### config.mk
export PLATFORM = sky130hd
export DESIGN_NAME = slc_sleep_ctrl
export DESIGN_NICKNAME = d
export VERILOG_FILES = /design/src/hw/slc_pkg.sv /design/src/hw/slc_sleep_ctrl.sv
export SDC_FILE = /design/constraint.sdc
export NUM_CORES = 1
export LEC_CHECK = 0
export ABC_CLOCK_PERIOD_IN_PS = 1800
export BUFFER_PORTS_ARGS = -buffer_cell sky130_fd_sc_hd__buf_2
export CAP_MARGIN = 10
export CORE_MARGIN = 1.5
export CORE_UTILIZATION = 36
export DETAILED_ROUTE_END_ITERATION = 16
export GPL_ROUTABILITY_DRIVEN = 0
export PLACE_DENSITY = 0.75
export SYNTH_ARGS = -nofsm -noshare
export SYNTH_HDL_FRONTEND = slang
export SYNTH_SLANG_ARGS = --single-unit
### constraint.sdc
create_clock -name clk_i -period 1.8 [get_ports clk_i]
set_input_delay 0.45 -clock clk_i [delete_from_list [all_inputs] [get_ports clk_i]]
set_output_delay 0.45 -clock clk_i [all_outputs]
set_load 0.05 [all_outputs]
### src/hw/slc_pkg.sv
/*
 sleep controller package: register map, bit positions, reset values,
 stall counts and the wake-source carrier.
 assumes a 32-bit classic wishbone register bus, word addressed by byte.
*/
`default_nettype none
package slc_pkg;
   // register byte offsets
   localparam logic [7:0] SLC_CTRL_OFS   = 8'h00; // processor_control_register
   localparam logic [7:0] SLC_STATUS_OFS = 8'h04; // sleep state and stall count
   localparam logic [7:0] SLC_CMP_OFS    = 8'h08; // comparator_control_status_register
   // field positions
   localparam int SLC_ARM_BIT   = 5;  // low_power_arm_bit
   localparam int SLC_DEPTH_BIT = 4;  // low_power_depth_select
   localparam int SLC_CMP_OFF_BIT = 7; // comparator_power_off_bit
   // reset values
   localparam logic [7:0] SLC_CTRL_RST = 8'h00;
   localparam logic [7:0] SLC_CMP_RST  = 8'h00;
   // post-wake stall counts in cpu cycles
   localparam logic [2:0] SLC_PIN_WAKE_CYC = 3'h2; // variant a, pin-change wake
   localparam logic [2:0] SLC_IRQ_HALT_CYC = 3'h4; // variant b, irq wake
   localparam logic [2:0] SLC_IDLE_WAKE_CYC = 3'h0; // variant a, idle wake

   typedef enum logic [1:0] {
      SLC_RUN,
      SLC_IDLE,
      SLC_PDOWN,
      SLC_STALL
   } slc_state_t;

   // wake sources presented by the surrounding logic
   typedef struct packed {
      logic ext_reset;  // external reset request
      logic wdt_reset;  // watchdog expiry
      logic wdt_en;     // watchdog enabled
      logic level_irq;  // external_level_irq, enabled and asserted
      logic pin_irq;    // pin-change irq, enabled and asserted
      logic other_irq;  // any other enabled irq (timer, comparator)
   } slc_wake_t;
endpackage
`default_nettype wire

### src/hw/slc_sleep_ctrl.sv
/*
 sleep-mode controller: control register with arm and depth bits,
 idle / power-down sequencing, wake source filtering and post-wake stall.
 assumes the core pulses sleep_op_i for one cycle when it executes the
 sleep opcode, and that wake inputs are already filtered and synchronous.
 outputs are registered; the clock gates themselves sit outside,
 driven from cpu_halt_o and osc_stop_o.
*/
// The implementer's own choices: the register offsets and the Wishbone register port.
// Function
// software arms then executes the sleep opcode
// depth clear selects idle, cpu halted
// depth set selects power-down
// enabled irq wakes, resume after opcode
// variant a pin wake runs two cycles
// sleeping never touches register file state
// reset during sleep restarts at reset vector
// idle wakes on external and internal events
// software powers comparator off before idle
// variant a idle wake resumes immediately
// power-down stops the main oscillator
// only four sources end power-down
// wake level must outlast reset delay
// variant b irq wake halts four cycles
// arm bit 5, depth bit 4, reset zero
// software arms just before the opcode
// unarmed sleep opcode acts as no-op
`timescale 1ns/1ps
`default_nettype none
module slc_sleep_ctrl
   import slc_pkg::*;
#(
   parameter bit VARIANT_B = 1'b0         // 0: first variant, 1: second
) (
   input  wire logic        clk_i,        // 250 MHz system clock
   input  wire logic        rst_i,        // synchronous reset, active high
   input  wire logic        wb_cyc_i,     // wishbone cycle
   input  wire logic        wb_stb_i,     // wishbone strobe
   input  wire logic        wb_we_i,      // wishbone write enable
   input  wire logic [7:0]  wb_adr_i,     // wishbone byte address
   input  wire logic [3:0]  wb_sel_i,     // wishbone byte selects
   input  wire logic [31:0] wb_dat_i,     // wishbone write data
   output logic      [31:0] wb_dat_o,     // wishbone read data
   output logic             wb_ack_o,     // wishbone acknowledge
   input  wire logic        sleep_op_i,   // core executes sleep opcode
   input  wire slc_wake_t   wake_i,       // wake sources
   output logic             cpu_halt_o,   // stop cpu clock
   output logic             osc_stop_o,   // stop main oscillator
   output logic             sys_reset_o,  // reset to vector pulse
   output logic             irq_go_o,     // let core take pending irq
   output logic             pin_flag_en_o,// pin-change flag may update
   output logic             cmp_off_o     // comparator power off
);

   slc_state_t  state_r;
   logic [7:0]  ctrl_r;
   logic [7:0]  cmp_r;
   logic [2:0]  stall_r;
   logic        stall_pin_r;     // current stall follows a pin wake
   logic        cpu_halt_r;
   logic        osc_stop_r;
   logic        sys_reset_r;
   logic        irq_go_r;
   logic        pin_flag_en_r;
   logic [31:0] rdata_r;
   logic        ack_r;

   logic        req;
   logic        wr_lane0;
   logic        reset_wake;
   logic        pd_irq_wake;
   logic        idle_irq_wake;
   logic [2:0]  irq_stall;

   // a request is live until acked; ack drops the cycle after
   assign req      = wb_cyc_i & wb_stb_i & ~ack_r;
   assign wr_lane0 = req & wb_we_i & wb_sel_i[0];

   // reset wake: external always, watchdog only while enabled
   assign reset_wake    = wake_i.ext_reset | (wake_i.wdt_reset & wake_i.wdt_en);
   // power-down ignores timer and comparator events
   assign pd_irq_wake   = wake_i.level_irq | wake_i.pin_irq;
   // idle takes every enabled interrupt
   assign idle_irq_wake = wake_i.level_irq | wake_i.pin_irq | wake_i.other_irq;
   // halt length after an irq wake depends on the variant
   // a zero count means no stall state at all
   assign irq_stall     = VARIANT_B ? SLC_IRQ_HALT_CYC : SLC_IDLE_WAKE_CYC;

   // one decode of core clock stopped by sleep, shared by halt and checks
   function automatic logic asleep(input slc_state_t s);
      return (s == SLC_IDLE) || (s == SLC_PDOWN);
   endfunction

   // wishbone slave, single cycle answer
   // no wait states: the answer is fixed at one cycle after the request
   always_ff @(posedge clk_i) begin
      if (rst_i) begin
         ack_r <= 1'b0;
      end else begin
         ack_r <= req;
      end
   end

   // register writes; only the documented bits are writable
   always_ff @(posedge clk_i) begin
      if (rst_i) begin
         ctrl_r <= SLC_CTRL_RST;
         cmp_r  <= SLC_CMP_RST;
      end else if (wr_lane0) begin
         if (wb_adr_i == SLC_CTRL_OFS) begin
            ctrl_r[SLC_ARM_BIT]   <= wb_dat_i[SLC_ARM_BIT];
            ctrl_r[SLC_DEPTH_BIT] <= wb_dat_i[SLC_DEPTH_BIT];
         end
         // cmp bits 6:0 have no storage behind them and stay at reset value
         if (wb_adr_i == SLC_CMP_OFS) begin
            cmp_r[SLC_CMP_OFF_BIT] <= wb_dat_i[SLC_CMP_OFF_BIT];
         end
      end
   end

   // read mux; unmapped addresses read zero and still ack
   // status reads are a snapshot; the stall count may move right after
   always_ff @(posedge clk_i) begin
      if (rst_i) begin
         rdata_r <= 32'h0000_0000;
      end else if (req & ~wb_we_i) begin
         unique case (wb_adr_i)
            SLC_CTRL_OFS:   rdata_r <= {24'h00_0000, ctrl_r};
            SLC_STATUS_OFS: rdata_r <= {27'h000_0000, stall_r, state_r};
            SLC_CMP_OFS:    rdata_r <= {24'h00_0000, cmp_r};
            default:        rdata_r <= 32'h0000_0000;
         endcase
      end
   end

   // limitation: a wake input that drops before this edge is simply missed;
   // the outside holds wake levels past the reset delay
   // sleep sequencer; it only gates clocks and never writes core state
   always_ff @(posedge clk_i) begin
      if (rst_i) begin
         state_r     <= SLC_RUN;
         stall_r     <= 3'h0;
         stall_pin_r <= 1'b0;
      end else begin
         unique case (state_r)
            SLC_RUN: begin
               // unarmed opcode falls through as a no-op
               if (sleep_op_i && ctrl_r[SLC_ARM_BIT]) begin
                  state_r <= ctrl_r[SLC_DEPTH_BIT] ? SLC_PDOWN : SLC_IDLE;
               end
            end
            SLC_IDLE: begin
               if (reset_wake) begin
                  state_r <= SLC_RUN;
               end else if (idle_irq_wake) begin
                  if (irq_stall == 3'h0) begin
                     state_r <= SLC_RUN;
                  end else begin
                     state_r <= SLC_STALL;
                     stall_r <= irq_stall;
                     stall_pin_r <= 1'b0;
                  end
               end
            end
            SLC_PDOWN: begin
               if (reset_wake) begin
                  state_r <= SLC_RUN;
               end else if (pd_irq_wake) begin
                  state_r <= SLC_STALL;
                  if (VARIANT_B) begin
                     stall_r <= SLC_IRQ_HALT_CYC;
                     stall_pin_r <= 1'b0;
                  end else begin
                     stall_r <= wake_i.pin_irq ? SLC_PIN_WAKE_CYC : 3'h1;
                     stall_pin_r <= wake_i.pin_irq;
                  end
               end
            end
            SLC_STALL: begin
               if (reset_wake) begin
                  state_r <= SLC_RUN;
                  stall_r <= 3'h0;
               end else if (stall_r <= 3'h1) begin
                  state_r <= SLC_RUN;
                  stall_r <= 3'h0;
               end else begin
                  stall_r <= stall_r - 3'h1;
               end
            end
         endcase
      end
   end

   // outputs lag the state by one edge so every pin comes from a flop;
   // the price is one extra cycle of halt after a wake
   // registered outputs derived from the current state
   always_ff @(posedge clk_i) begin
      if (rst_i) begin
         cpu_halt_r    <= 1'b0;
         osc_stop_r    <= 1'b0;
         sys_reset_r   <= 1'b0;
         irq_go_r      <= 1'b0;
         pin_flag_en_r <= 1'b1;
      end else begin
         // cpu stopped while asleep; variant b also stalls after wake
         cpu_halt_r  <= asleep(state_r)
                        || (state_r == SLC_STALL && VARIANT_B);
         osc_stop_r  <= (state_r == SLC_PDOWN) && !reset_wake && !pd_irq_wake;
         sys_reset_r <= (state_r != SLC_RUN) && reset_wake;
         // variant a pin wake: core runs, flag held off both cycles, vector only the second
         pin_flag_en_r <= !(state_r == SLC_STALL && stall_pin_r);
         irq_go_r    <= (state_r == SLC_RUN) || (state_r == SLC_STALL && stall_r <= 3'h1
                        && !stall_pin_r && !VARIANT_B) ? 1'b1
                        : (state_r == SLC_STALL && stall_r <= 3'h1);
      end
   end

   assign wb_dat_o      = rdata_r;
   assign wb_ack_o      = ack_r;
   assign cpu_halt_o    = cpu_halt_r;
   assign osc_stop_o    = osc_stop_r;
   assign sys_reset_o   = sys_reset_r;
   assign irq_go_o      = irq_go_r;
   assign pin_flag_en_o = pin_flag_en_r;
   assign cmp_off_o     = cmp_r[SLC_CMP_OFF_BIT];

   // assertions: bus handshake and register bits
   chk_ack_pulse: assert property (@(posedge clk_i) disable iff (rst_i)
      wb_ack_o |=> !wb_ack_o)
      else $error("ack held longer than one cycle");

   chk_ack_answer: assert property (@(posedge clk_i) disable iff (rst_i)
      (wb_cyc_i && wb_stb_i && !wb_ack_o) |=> wb_ack_o)
      else $error("request not answered in one cycle");

   chk_ctrl_reserved: assert property (@(posedge clk_i) disable iff (rst_i)
      (ctrl_r & 8'hcf) == 8'h00)
      else $error("reserved control bit set");

   // assertions: entering sleep
   chk_unarmed_noop: assert property (@(posedge clk_i) disable iff (rst_i)
      (state_r == SLC_RUN && sleep_op_i && !ctrl_r[SLC_ARM_BIT]) |=> state_r == SLC_RUN)
      else $error("unarmed sleep opcode changed state");

   chk_run_awake: assert property (@(posedge clk_i) disable iff (rst_i)
      state_r == SLC_RUN |=> !cpu_halt_o)
      else $error("cpu halted while running");

   chk_idle_entry: assert property (@(posedge clk_i) disable iff (rst_i)
      (state_r == SLC_RUN && sleep_op_i && ctrl_r[SLC_ARM_BIT] && !ctrl_r[SLC_DEPTH_BIT])
      |=> state_r == SLC_IDLE ##1 cpu_halt_o)
      else $error("idle not entered");

   chk_halt_idle: assert property (@(posedge clk_i) disable iff (rst_i)
      state_r == SLC_IDLE |=> cpu_halt_o)
      else $error("cpu running in idle");

   chk_idle_osc: assert property (@(posedge clk_i) disable iff (rst_i)
      state_r == SLC_IDLE |=> !osc_stop_o)
      else $error("oscillator stopped in idle");

   chk_pdown_entry: assert property (@(posedge clk_i) disable iff (rst_i)
      (state_r == SLC_RUN && sleep_op_i && ctrl_r[SLC_ARM_BIT] && ctrl_r[SLC_DEPTH_BIT])
      |=> state_r == SLC_PDOWN)
      else $error("power-down not entered");

   chk_halt_pdown: assert property (@(posedge clk_i) disable iff (rst_i)
      state_r == SLC_PDOWN |=> cpu_halt_o)
      else $error("cpu running in power-down");

   // assertions: power-down oscillator and wake filter
   chk_osc_stop: assert property (@(posedge clk_i) disable iff (rst_i)
      osc_stop_o |-> $past(state_r) == SLC_PDOWN)
      else $error("oscillator stopped outside power-down");

   chk_osc_held: assert property (@(posedge clk_i) disable iff (rst_i)
      (state_r == SLC_PDOWN && !reset_wake && !pd_irq_wake) |=> osc_stop_o)
      else $error("oscillator running in power-down");

   chk_osc_release: assert property (@(posedge clk_i) disable iff (rst_i)
      (state_r == SLC_PDOWN && (reset_wake || pd_irq_wake)) |=> !osc_stop_o)
      else $error("oscillator not restarted on wake");

   chk_pd_ignore: assert property (@(posedge clk_i) disable iff (rst_i)
      (state_r == SLC_PDOWN && !reset_wake && !pd_irq_wake) |=> state_r == SLC_PDOWN)
      else $error("power-down left on ignored event");

   // assertions: reset and interrupt wake
   chk_reset_wake: assert property (@(posedge clk_i) disable iff (rst_i)
      (state_r != SLC_RUN && reset_wake) |=> sys_reset_o && state_r == SLC_RUN)
      else $error("reset during sleep not taken");

   chk_reset_pulse: assert property (@(posedge clk_i) disable iff (rst_i)
      sys_reset_o |=> !sys_reset_o)
      else $error("reset pulse longer than one cycle");

   chk_run_noreset: assert property (@(posedge clk_i) disable iff (rst_i)
      state_r == SLC_RUN |=> !sys_reset_o)
      else $error("reset pulse while running");

   chk_irq_go_run: assert property (@(posedge clk_i) disable iff (rst_i)
      state_r == SLC_RUN |=> irq_go_o)
      else $error("irq held off while running");

   chk_irq_held: assert property (@(posedge clk_i) disable iff (rst_i)
      asleep(state_r) |=> !irq_go_o)
      else $error("irq let through while asleep");

   chk_idle_wake: assert property (@(posedge clk_i) disable iff (rst_i)
      (state_r == SLC_IDLE && idle_irq_wake && !reset_wake) |=> state_r != SLC_IDLE)
      else $error("idle not left on irq");

   // assertions: post-wake stall per variant
   chk_idle_fast: assert property (@(posedge clk_i) disable iff (rst_i)
      (!VARIANT_B && state_r == SLC_IDLE && idle_irq_wake && !reset_wake)
      |=> state_r == SLC_RUN)
      else $error("idle wake stalled");

   chk_a_no_halt: assert property (@(posedge clk_i) disable iff (rst_i)
      (!VARIANT_B && state_r == SLC_STALL) |=> !cpu_halt_o)
      else $error("variant a cpu halted after wake");

   chk_halt_four: assert property (@(posedge clk_i) disable iff (rst_i)
      (VARIANT_B && state_r == SLC_IDLE && idle_irq_wake && !reset_wake)
      |=> (state_r == SLC_STALL && !reset_wake)[*4] ##1 state_r == SLC_RUN)
      else $error("variant b halt not four cycles");

   chk_b_halt: assert property (@(posedge clk_i) disable iff (rst_i)
      (VARIANT_B && state_r == SLC_STALL) |=> cpu_halt_o)
      else $error("variant b cpu ran during stall");

   chk_stall_range: assert property (@(posedge clk_i) disable iff (rst_i)
      state_r == SLC_STALL |-> (stall_r != 3'h0 && stall_r <= SLC_IRQ_HALT_CYC))
      else $error("stall count out of range");

   chk_pin_two: assert property (@(posedge clk_i) disable iff (rst_i)
      (!VARIANT_B && state_r == SLC_PDOWN && wake_i.pin_irq && !reset_wake)
      |=> ##1 !pin_flag_en_o ##1 !pin_flag_en_o && !cpu_halt_o)
      else $error("pin wake cycles wrong");

   chk_pin_flag_run: assert property (@(posedge clk_i) disable iff (rst_i)
      state_r != SLC_STALL |=> pin_flag_en_o)
      else $error("pin flag held off outside stall");

endmodule // slc_sleep_ctrl
`default_nettype wire
==> impl_metrics.csv, run 1 <==
group,metric,value,unit
status,status,"finished, final reports clean",
worst_setup_path,crit_path_end_kind,"flop",
sta,fin_skew,2.860,ps
hold_path,hp-class,"in2reg",
global_routing,grt-ovfl-total,0,
pwr,p_leak,0.7442,nW
sta,setup_viol,0,
routing,drt-initial-drc-count,48,
worst_setup_path,cp-start-kind,"flop",
layout,post-route-util,47.99,%
hold_path,hold_depth,3,
logic_synthesis,ys.warnings.count,0,
place,dpl_cell_area,1577,um^2
logic_synthesis,yosysTopAreaCellShare,33.36,%
sta,holdWs,371.9,ps
global_routing,top_usage_layer,"met2",
layout,final_area,1639,um^2
clock_tree,cts_tree,"yes",
sta,finalCritPeriodShare,94.75,%
routing,viasPerCell,4.659,
floorplanning,rows,21,
worst_setup_path,critPathMaxFanout,5,
routing,drc,0,
place,dp_hpwl,2.202,mm
clock_tree,ctsHoldBuffers,0,
worst_setup_path,arrival,1950,ps
pwr,cellPowerDensity,713.4,nW/um^2
clock_tree,numCtsBuffers,3,
worst_setup_path,critPathKind,"reg2reg",
logic_synthesis,synth_top_flop_cell,"dfxtp_1",
logic_synthesis,ys_seq_elements,22,
place,io_buffers,37,
logic_synthesis,avgSynthCellArea,8.980,um^2
layout,stdcell_count,246,
routing,vias,1146,
logic_synthesis,netlist_area,1320,um^2
sta,setup_ws,94.58,ps
worst_setup_path,required,2050,ps
routing,post_drt_wl_per_cell,11.35,um
layout,synthToLayoutAreaGrowth,24.17,%
routing,totalWireLength,2.791,mm
layout,fin_nets,264,
global_routing,use_met3,2.679,%
clock_tree,clockBufferDepth,2,
layout,antenna_cells,0,
worst_setup_path,reg2reg_depth,6,
job,maxCapViolCount,0,
global_routing,grt_use_total,13.76,%
layout,nFillCells,342,
place,dp_slack,-72.29,ps
clock_tree,htree_levels,1,
logic_synthesis,synth-edff-count,0,
sta,hold_viol,0,
global_routing,grt_pass1_wl,4.388,mm
pwr,vdd_drop_max,0.0002624,V
clock_tree,cts-resized-gates,0,
global_routing,use_met1,15.97,%
global_routing,grt_max_degree,27,
clock_tree,clkSlewWorstSetupHoldPaths,120,ps
global_routing,antenna_found_initial,0,
logic_synthesis,ys_types,43,
logic_synthesis,synth_seq_area_share,33.36,%
clock_tree,cts-root-buf,"clkbuf_4",
logic_synthesis,async_flop_share,0,%
global_routing,grt_pass1_vias,986,
logic_synthesis,netlist_instances,147,
floorplanning,io_pins,95,
clock_tree,clock_sinks,22,
logic_synthesis,synthTopCellsByArea,"dfxtp_1 33%, buf_4 14%, ha_1 6.6%",
sta,finalCriticalPeriod,1705,ps
floorplanning,dieArea,4039,um^2
clock_tree,post-cts-setup-buffers,0,
place,dp_cells,242,
logic_synthesis,synth_top_cell_by_area,"dfxtp_1",
sta,grt_setup_unrepaired,"no",
clock_tree,clock_latency,320,ps
sta,max_freq,586.4,MHz
floorplanning,start_util,38.64,%
floorplanning,core_area,3416,um^2
layout,drive_above_1_share,38.00,%
floorplanning,die_h,63.56,um
routing,drt_pass1_iterations,4,
routing,antenna_left,0,
floorplanning,fp.dieW,63.56,um
global_routing,gr-usage-met2,24.47,%
sta,maxSlewViolCount,0,
cell usage in the layout, fill, tap and decap left out, types with 2 or more instances in the layout:
| cell | instances |
|---|---|
| ha_1 | 6 |
| nor3_1 | 3 |
| o221a_2 | 2 |
| nor2_1 | 12 |
| buf_2 | 37 |
| nor2b_1 | 2 |
| clkbuf_4 | 3 |
| nand3_1 | 5 |
| nand3b_1 | 3 |
| nand4b_1 | 3 |
| buf_4 | 17 |
| nand2_1 | 8 |
| a21oi_1 | 7 |
| inv_1 | 5 |
| conb_1 | 25 |
| a211oi_1 | 2 |
| nand2b_1 | 5 |
| or2_2 | 2 |
| o21ai_0 | 2 |
| a22oi_1 | 4 |
| mux2_2 | 2 |
| dfxtp_1 | 21 |
metrics by stage:
step           TNS [ps]  power (mW)
3_5_place_dp     -374.7      0.7908
5_1_grt               0       1.222
3_3_place_gp     -87.46      0.7883
4_1_cts               0       1.167
2_1_floorplan         0      0.7674
6_report              0       1.169
flip-flops by register name, indices dropped and copies added, names as in the netlist:
register / cells
osc_stop_o: 1
cmp_r: 1
state_r: 2
pin_flag_en_o: 1
stall_pin_r: 1
sys_reset_o: 1
cpu_halt_o: 1
irq_go_o: 1
wb_ack_o: 1
wb_dat_o: 7
stall_r: 3
ctrl_r: 2
cells in the mapped netlist, types with 2 or more instances:
master	n
nand3b_1	3
clkbuf_1	3
nor2_1	12
dfxtp_1	22
a21oi_1	7
o221a_2	2
or2_2	2
buf_4	25
nor2b_1	2
nor3_1	3
nand3_1	5
nand2_1	8
a22oi_1	4
ha_1	7
nand4b_1	3
nand2b_1	5
mux2_2	2
inv_1	5
a211oi_1	2
o21ai_0	2
power by group:
group | switching, mW | total (mW) | leakage (nW) | internal [mW]
sequential | 0.00730 | 0.507 | 0.178 | 0.500
combinational | 0.208 | 0.278 | 0.538 | 0.0700
clock | 0.159 | 0.384 | 0.0279 | 0.225
final cells by class:
class | instances | area, um^2 | area share [%]
inverter | 6 | 22.52 | 1.374
multi-input combinational | 114 | 752.0 | 45.88
clock buffer | 3 | 22.52 | 1.374
sequential | 22 | 441.7 | 26.95
timing repair buffer | 54 | 312.8 | 19.08
tap | 46 | 57.56 | 3.511
clock inverter | 1 | 30.03 | 1.832
kinds of logic (layout without fill, tap and decap cells):
| kind of cell | after synthesis | count (layout) | synth area share, % |
|---|---|---|---|
| adders and majority gates | 7 | 7 | 6.635 |
| and+or+nand+nor | 50 | 50 | 23.98 |
| DFF | 22 | 22 | 33.36 |
| other | 1 | 25 | 0.2841 |
| buffers and inverters | 35 | 64 | 17.16 |
| muxes | 2 | 2 | 1.706 |
| AOI/OAI and AO/OA | 30 | 30 | 16.87 |
layer usage:
metal | part of all wire [%] | vias up
met3 | 4.6 | 5
li1 | - | 575
met5 | 0 | -
met1 | 42 | 529
met4 | 1.6 | 0
met2 | 52 | 37
critical path, stage by stage, from the launching register on:
cell	delay, ps
dfxtp_2	370
inv_1	80
ha_2	220
o21ai_1	100
o22a_1	180
or4b_1	500
a31oi_1	190
final timing paths:
path / startpoint / to / slack [ps]
hold / removal: wb_dat_i[7] / cmp_r[7] / 370
setup / recovery: state_r[0] / stall_r[2] / 90
hold reg to reg: stall_pin_r / pin_flag_en_o / 430
setup reg to reg: state_r[0] / stall_r[2] / 90
No activity file was read; power rests on OpenSTA's default activity.
==> inputs of run 2 (changes only) <==
--- a/config.mk
+++ b/config.mk
@@ -9,10 +9,11 @@
 export BUFFER_PORTS_ARGS = -buffer_cell sky130_fd_sc_hd__buf_2
 export CAP_MARGIN = 10
 export CORE_MARGIN = 1.5
-export CORE_UTILIZATION = 36
+export CORE_UTILIZATION = 38
+export CTS_BUF_LIST = sky130_fd_sc_hd__clkbuf_4
 export DETAILED_ROUTE_END_ITERATION = 16
 export GPL_ROUTABILITY_DRIVEN = 0
-export PLACE_DENSITY = 0.75
+export PLACE_DENSITY = 0.79
 export SYNTH_ARGS = -nofsm -noshare
 export SYNTH_HDL_FRONTEND = slang
 export SYNTH_SLANG_ARGS = --single-unit
==> impl_metrics.csv, run 2 (same netlist as run 1, synthesis figures left out) <==
group,metric,value,unit
status,status,"finished, final reports clean",
sta,fin_skew,4.541,ps
worst_setup_path,worst_path_largest_cell_delay,350,ps
worst_setup_path,reg2reg_depth,6,
worst_setup_path,critPathMaxFanout,2,
global_routing,grt_use_total,13.33,%
floorplanning,core_area,3337,um^2
worst_setup_path,rr_startpoint,"stall_r[1]",
layout,final_common_cell,"buf_2",
global_routing,grt_pass1_wl,3.898,mm
floorplanning,rows,21,
clock_tree,clkSlewWorstSetupHoldPaths,130,ps
routing,post_drt_wl_per_cell,10.24,um
worst_setup_path,arrival,1880,ps
hold_path,hp-class,"in2reg",
sta,finalCriticalPeriod,1678,ps
hold_path,holdPathEnd,"cmp_r[7]",
hold_path,min_from,"wb_dat_i[7]",
worst_setup_path,cp-start-kind,"flop",
worst_setup_path,cp_slowest_cell,"dfxtp_1",
sta,max_freq,596.0,MHz
layout,fin_nets,262,
floorplanning,die_h,61.94,um
sta,finalCritPeriodShare,93.22,%
clock_tree,cts_tree,"yes",
global_routing,grt_max_degree,27,
floorplanning,start_util,39.56,%
sta,setup_viol,0,
place,dp_slack,-70.74,ps
layout,antenna_cells,0,
clock_tree,clock_latency,300,ps
floorplanning,dieArea,3837,um^2
floorplanning,io_pins,95,
worst_setup_path,r2r_slack,120,ps
routing,drt-initial-drc-count,42,
floorplanning,fp.dieW,61.94,um
pwr,p_leak,0.7338,nW
worst_setup_path,critPathKind,"reg2reg",
pwr,vdd_drop_max,0.0003256,V
worst_setup_path,crit_path_end_kind,"flop",
routing,antenna_left,0,
clock_tree,post-cts-setup-buffers,0,
global_routing,antenna_found_initial,0,
layout,stdcell_count,244,
routing,vias,1137,
clock_tree,numCtsBuffers,3,
sta,maxSlewViolCount,0,
routing,drc,0,
layout,largest_reg_flops,7,
job,maxCapViolCount,0,
sta,hold_viol,0,
worst_setup_path,required,2000,ps
sta,grt_setup_unrepaired,"no",
place,dp_hpwl,2.012,mm
routing,totalWireLength,2.498,mm
global_routing,grt_pass1_vias,946,
clock_tree,clock_sinks,22,
clock_tree,cts-root-buf,"clkbuf_4",
global_routing,grt-ovfl-total,0,
pwr,cellPowerDensity,711.1,nW/um^2
place,dp_cells,240,
worst_setup_path,r2r_end,"state_r[0]",
clock_tree,clockBufferDepth,2,
layout,layout_common_cells,"37 x buf_2, 25 x conb_1, 21 x dfxtp_1",
place,io_buffers,37,
layout,drive_above_1_share,37.37,%
worst_setup_path,path_cells,"inv_1, ha_1, nor2b_1, o32a_1, o221ai_2, mux2_2",
clock_tree,htree_levels,1,
routing,drt_pass1_iterations,4,
hold_path,hold_depth,3,
layout,synthToLayoutAreaGrowth,23.03,%
routing,viasPerCell,4.660,
sta,setup_ws,122.1,ps
-- run 2: per-stage QoR --
step	total power, mW	area [um^2]	TNS (ps)	hold slack (ps)	util [%]
2_1_floorplan	0.7674	1410	0	384.1	-
3_3_place_gp	0.7849	1562	-169.8	401.5	46.79
3_5_place_dp	0.7872	1562	-336.5	405.1	46.79
4_1_cts	1.160	1614	0	378.6	48.37
5_1_grt	1.220	1624	0	392.0	48.67
6_report	1.155	1624	0	382.5	48.67
-- run 2: repair_timing --
item | 4_1_cts | 5_1_grt
hold buffers | 0 | 0
resized for setup | 0 | 3
endpoints found under the setup margin | 0 | 3
-- run 2: worst max-delay path by stage --
stage                start           to  slack [ps]  cells after the start
2_1_floorplan   state_r[0]   state_r[0]         100                      5
3_3_place_gp   wb_adr_i[1]  wb_dat_o[5]         -50                      6
3_5_place_dp   wb_adr_i[1]  wb_dat_o[5]         -70                      6
4_1_cts         state_r[0]   state_r[1]          60                      5
5_1_grt         stall_r[1]   state_r[0]          20                      6
6_report        stall_r[1]   state_r[0]         120                      6
-- run 2: report_power, final --
group / leakage (nW) / internal [mW] / switching [mW] / total, mW
Sequential: 0.178 / 0.500 / 0.00726 / 0.507
Clock: 0.0279 / 0.225 / 0.150 / 0.375
Combinational: 0.528 / 0.0682 / 0.205 / 0.273
-- run 2: per-layer routing --
layer  part of all wire, %  GRT usage [%]
met5                     0              0
met2                    53          23.66
met3                   2.8         0.2070
met4                   1.2          6.383
met1                    43          16.60
-- run 2: area by class of cell --
class                   count  area (um^2)
fillers                   339         1713
inverters                   6        22.52
repair buffers             52        297.8
clock inverters             1        30.03
well taps                  46        57.56
multi-input cells         114        752.0
flip-flops and latches     22        441.7
clock buffers               3        22.52
-- run 2: worst max-delay path: cells and delay by family, from the launching register on --
family                     cells  cell delay [ps]
muxes                          1              350
buffers and inverters          1               60
DFF                            1              350
AOI/OAI and AO/OA              2              500
and+or+nand+nor                1              140
adders and majority gates      1              170
==> inputs of run 3 (changes only) <==
--- a/config.mk
+++ b/config.mk
@@ -8,11 +8,12 @@
 export ABC_CLOCK_PERIOD_IN_PS = 1800
 export BUFFER_PORTS_ARGS = -buffer_cell sky130_fd_sc_hd__buf_2
 export CAP_MARGIN = 10
-export CORE_MARGIN = 1.5
+export CORE_MARGIN = 2
 export CORE_UTILIZATION = 38
 export CTS_BUF_LIST = sky130_fd_sc_hd__clkbuf_4
 export DETAILED_ROUTE_END_ITERATION = 16
 export GPL_ROUTABILITY_DRIVEN = 0
+export MAX_ROUTING_LAYER = met4
 export PLACE_DENSITY = 0.79
 export SYNTH_ARGS = -nofsm -noshare
 export SYNTH_HDL_FRONTEND = slang
==> impl_metrics.csv, run 3 (same netlist as run 1, synthesis figures left out) <==
group,metric,value,unit
floorplanning,core_area,3337,um^2
place,dp_slack,-44.34,ps
floorplanning,die_h,62.94,um
sta,hold_viol,0,
global_routing,grt_pass1_wl,4.560,mm
worst_setup_path,crit_family,"compound AO/OA/AOI/OAI gates",
sta,setup_ws,103.3,ps
worst_setup_path,reg2reg_depth,6,
global_routing,antenna_found_initial,0,
floorplanning,rows,21,
worst_setup_path,r2r_slack,100,ps
global_routing,grt_max_degree,17,
status,status,"finished, final reports clean",
clock_tree,clock_sinks,22,
worst_setup_path,critPathMaxFanout,2,
sta,fin_skew,1.539,ps
clock_tree,clock_latency,300,ps
floorplanning,fp.dieW,62.94,um
worst_setup_path,critPathKind,"reg2reg",
worst_setup_path,crit_cells,6,
layout,layout_common_cells,"37 x buf_2, 25 x conb_1, 22 x dfxtp_1",
layout,drive_above_1_share,37.50,%
worst_setup_path,arrival,1910,ps
worst_setup_path,rr_startpoint,"stall_r[1]",
clock_tree,cts-root-buf,"clkbuf_4",
layout,nFillCells,346,
place,io_buffers,37,
global_routing,grt_use_total,14.85,%
sta,finalCritPeriodShare,94.26,%
global_routing,grt-ovfl-total,0,
layout,antenna_cells,0,
sta,finalCriticalPeriod,1697,ps
pwr,p_total,1.158,mW
clock_tree,clkSlewWorstSetupHoldPaths,120,ps
place,dp_hpwl,2.155,mm
routing,totalWireLength,2.656,mm
routing,vias,1136,
sta,maxSlewViolCount,0,
worst_setup_path,path_buf_inv,1,
routing,viasPerCell,4.618,
routing,drc,0,
pwr,vdd_drop_max,0.0003291,V
layout,largest_reg_flops,7,
floorplanning,dieArea,3961,um^2
job,maxCapViolCount,0,
hold_path,hold_depth,3,
worst_setup_path,cp_slowest_cell,"dfxtp_1",
pwr,p_leak,0.7436,nW
routing,antenna_left,0,
hold_path,hp-class,"in2reg",
clock_tree,cts_tree,"yes",
worst_setup_path,worst_path_largest_cell_delay,350,ps
worst_setup_path,required,2010,ps
sta,max_freq,589.4,MHz
worst_setup_path,critPathCapture,"state_r[0]",
routing,drt-initial-drc-count,31,
global_routing,grt_pass1_vias,1084,
worst_setup_path,r2r_end,"state_r[0]",
routing,drt_pass1_iterations,4,
clock_tree,clockBufferDepth,2,
layout,final_common_cell,"buf_2",
layout,fin_nets,264,
floorplanning,start_util,39.56,%
worst_setup_path,crit_start,"stall_r[1]",
clock_tree,htree_levels,1,
floorplanning,io_pins,95,
worst_setup_path,path_cells,"inv_1, ha_1, nor2b_1, o32a_1, o221ai_2, mux2_2",
sta,grt_setup_unrepaired,"yes",
worst_setup_path,cp-start-kind,"flop",
layout,synthToLayoutAreaGrowth,24.08,%
routing,post_drt_wl_per_cell,10.80,um
worst_setup_path,crit_path_end_kind,"flop",
clock_tree,numCtsBuffers,3,
clock_tree,post-cts-setup-buffers,0,
pwr,cellPowerDensity,706.9,nW/um^2
sta,setup_viol,0,
run 3: changes by cell type in the layout (fill, tap and decap cells not counted):
cell	before	now
buf_4	15	17
dfxtp_1	21	22
dfxtp_2	1	0
run 3: where the power goes:
part,switching (mW),total (mW),internal [mW]
clock,0.151,0.376,0.225
sequential,0.00661,0.505,0.499
combinational,0.207,0.277,0.0698
run 3: layer usage:
| layer | wire length (um) | part of all wire, % | track usage [%] |
|---|---|---|---|
| met1 | 1062 | 40 | 15.89 |
| met2 | 1464 | 55 | 26.20 |
| met3 | 98 | 3.7 | 2.883 |
| met4 | 31 | 1.2 | 6.944 |
| met5 | 0 | 0 | - |
run 3: cell type report:
type,count,area [um^2],share of cell area (%)
Clock inverter,1,30.03,1.833
Multi-Input combinational cell,114,752.0,45.91
Sequential cell,22,440.4,26.89
Clock buffer,3,22.52,1.375
Timing Repair Buffer,54,312.8,19.10
Tap cell,46,57.56,3.514
Inverter,6,22.52,1.375
run 3: worst min path at each step:
stage / startpoint / end / slack, ps
after floorplan: stall_pin_r / pin_flag_en_o / 380
after global placement: stall_pin_r / pin_flag_en_o / 400
after global routing: wb_dat_i[7] / cmp_r[7] / 350
final: wb_dat_i[7] / cmp_r[7] / 380
after CTS: wb_dat_i[7] / cmp_r[7] / 370
after detailed placement: stall_pin_r / pin_flag_en_o / 400
run 3: what timing repair did:
action | CTS | global route
resized for setup | 0 | 2
setup endpoints to repair | 0 | 3
hold buffers | 0 | 0
run 3: worst register-to-register path: cells and delay by family, from the launching register on:
kind | cells | cell delay (ps)
AO/OA/AOI/OAI | 2 | 510
adder cells (fa/ha/maj) | 1 | 190
buffers and inverters | 1 | 60
flip-flops | 1 | 350
multiplexers | 1 | 350
AND/OR/NAND/NOR | 1 | 140
run 3: metrics by stage:
stage	setup TNS (ps)	cell area, um^2	hold WS (ps)	cells	util [%]
final	0	1638	382.5	246	49.08
after global routing	0	1638	351.4	246	49.08
after CTS	0	1629	371.9	246	48.82
after detailed placement	-65.13	1577	404.9	242	47.24
after global placement	-25.73	1577	400.4	242	47.24
after floorplan	0	1410	384.1	171	-
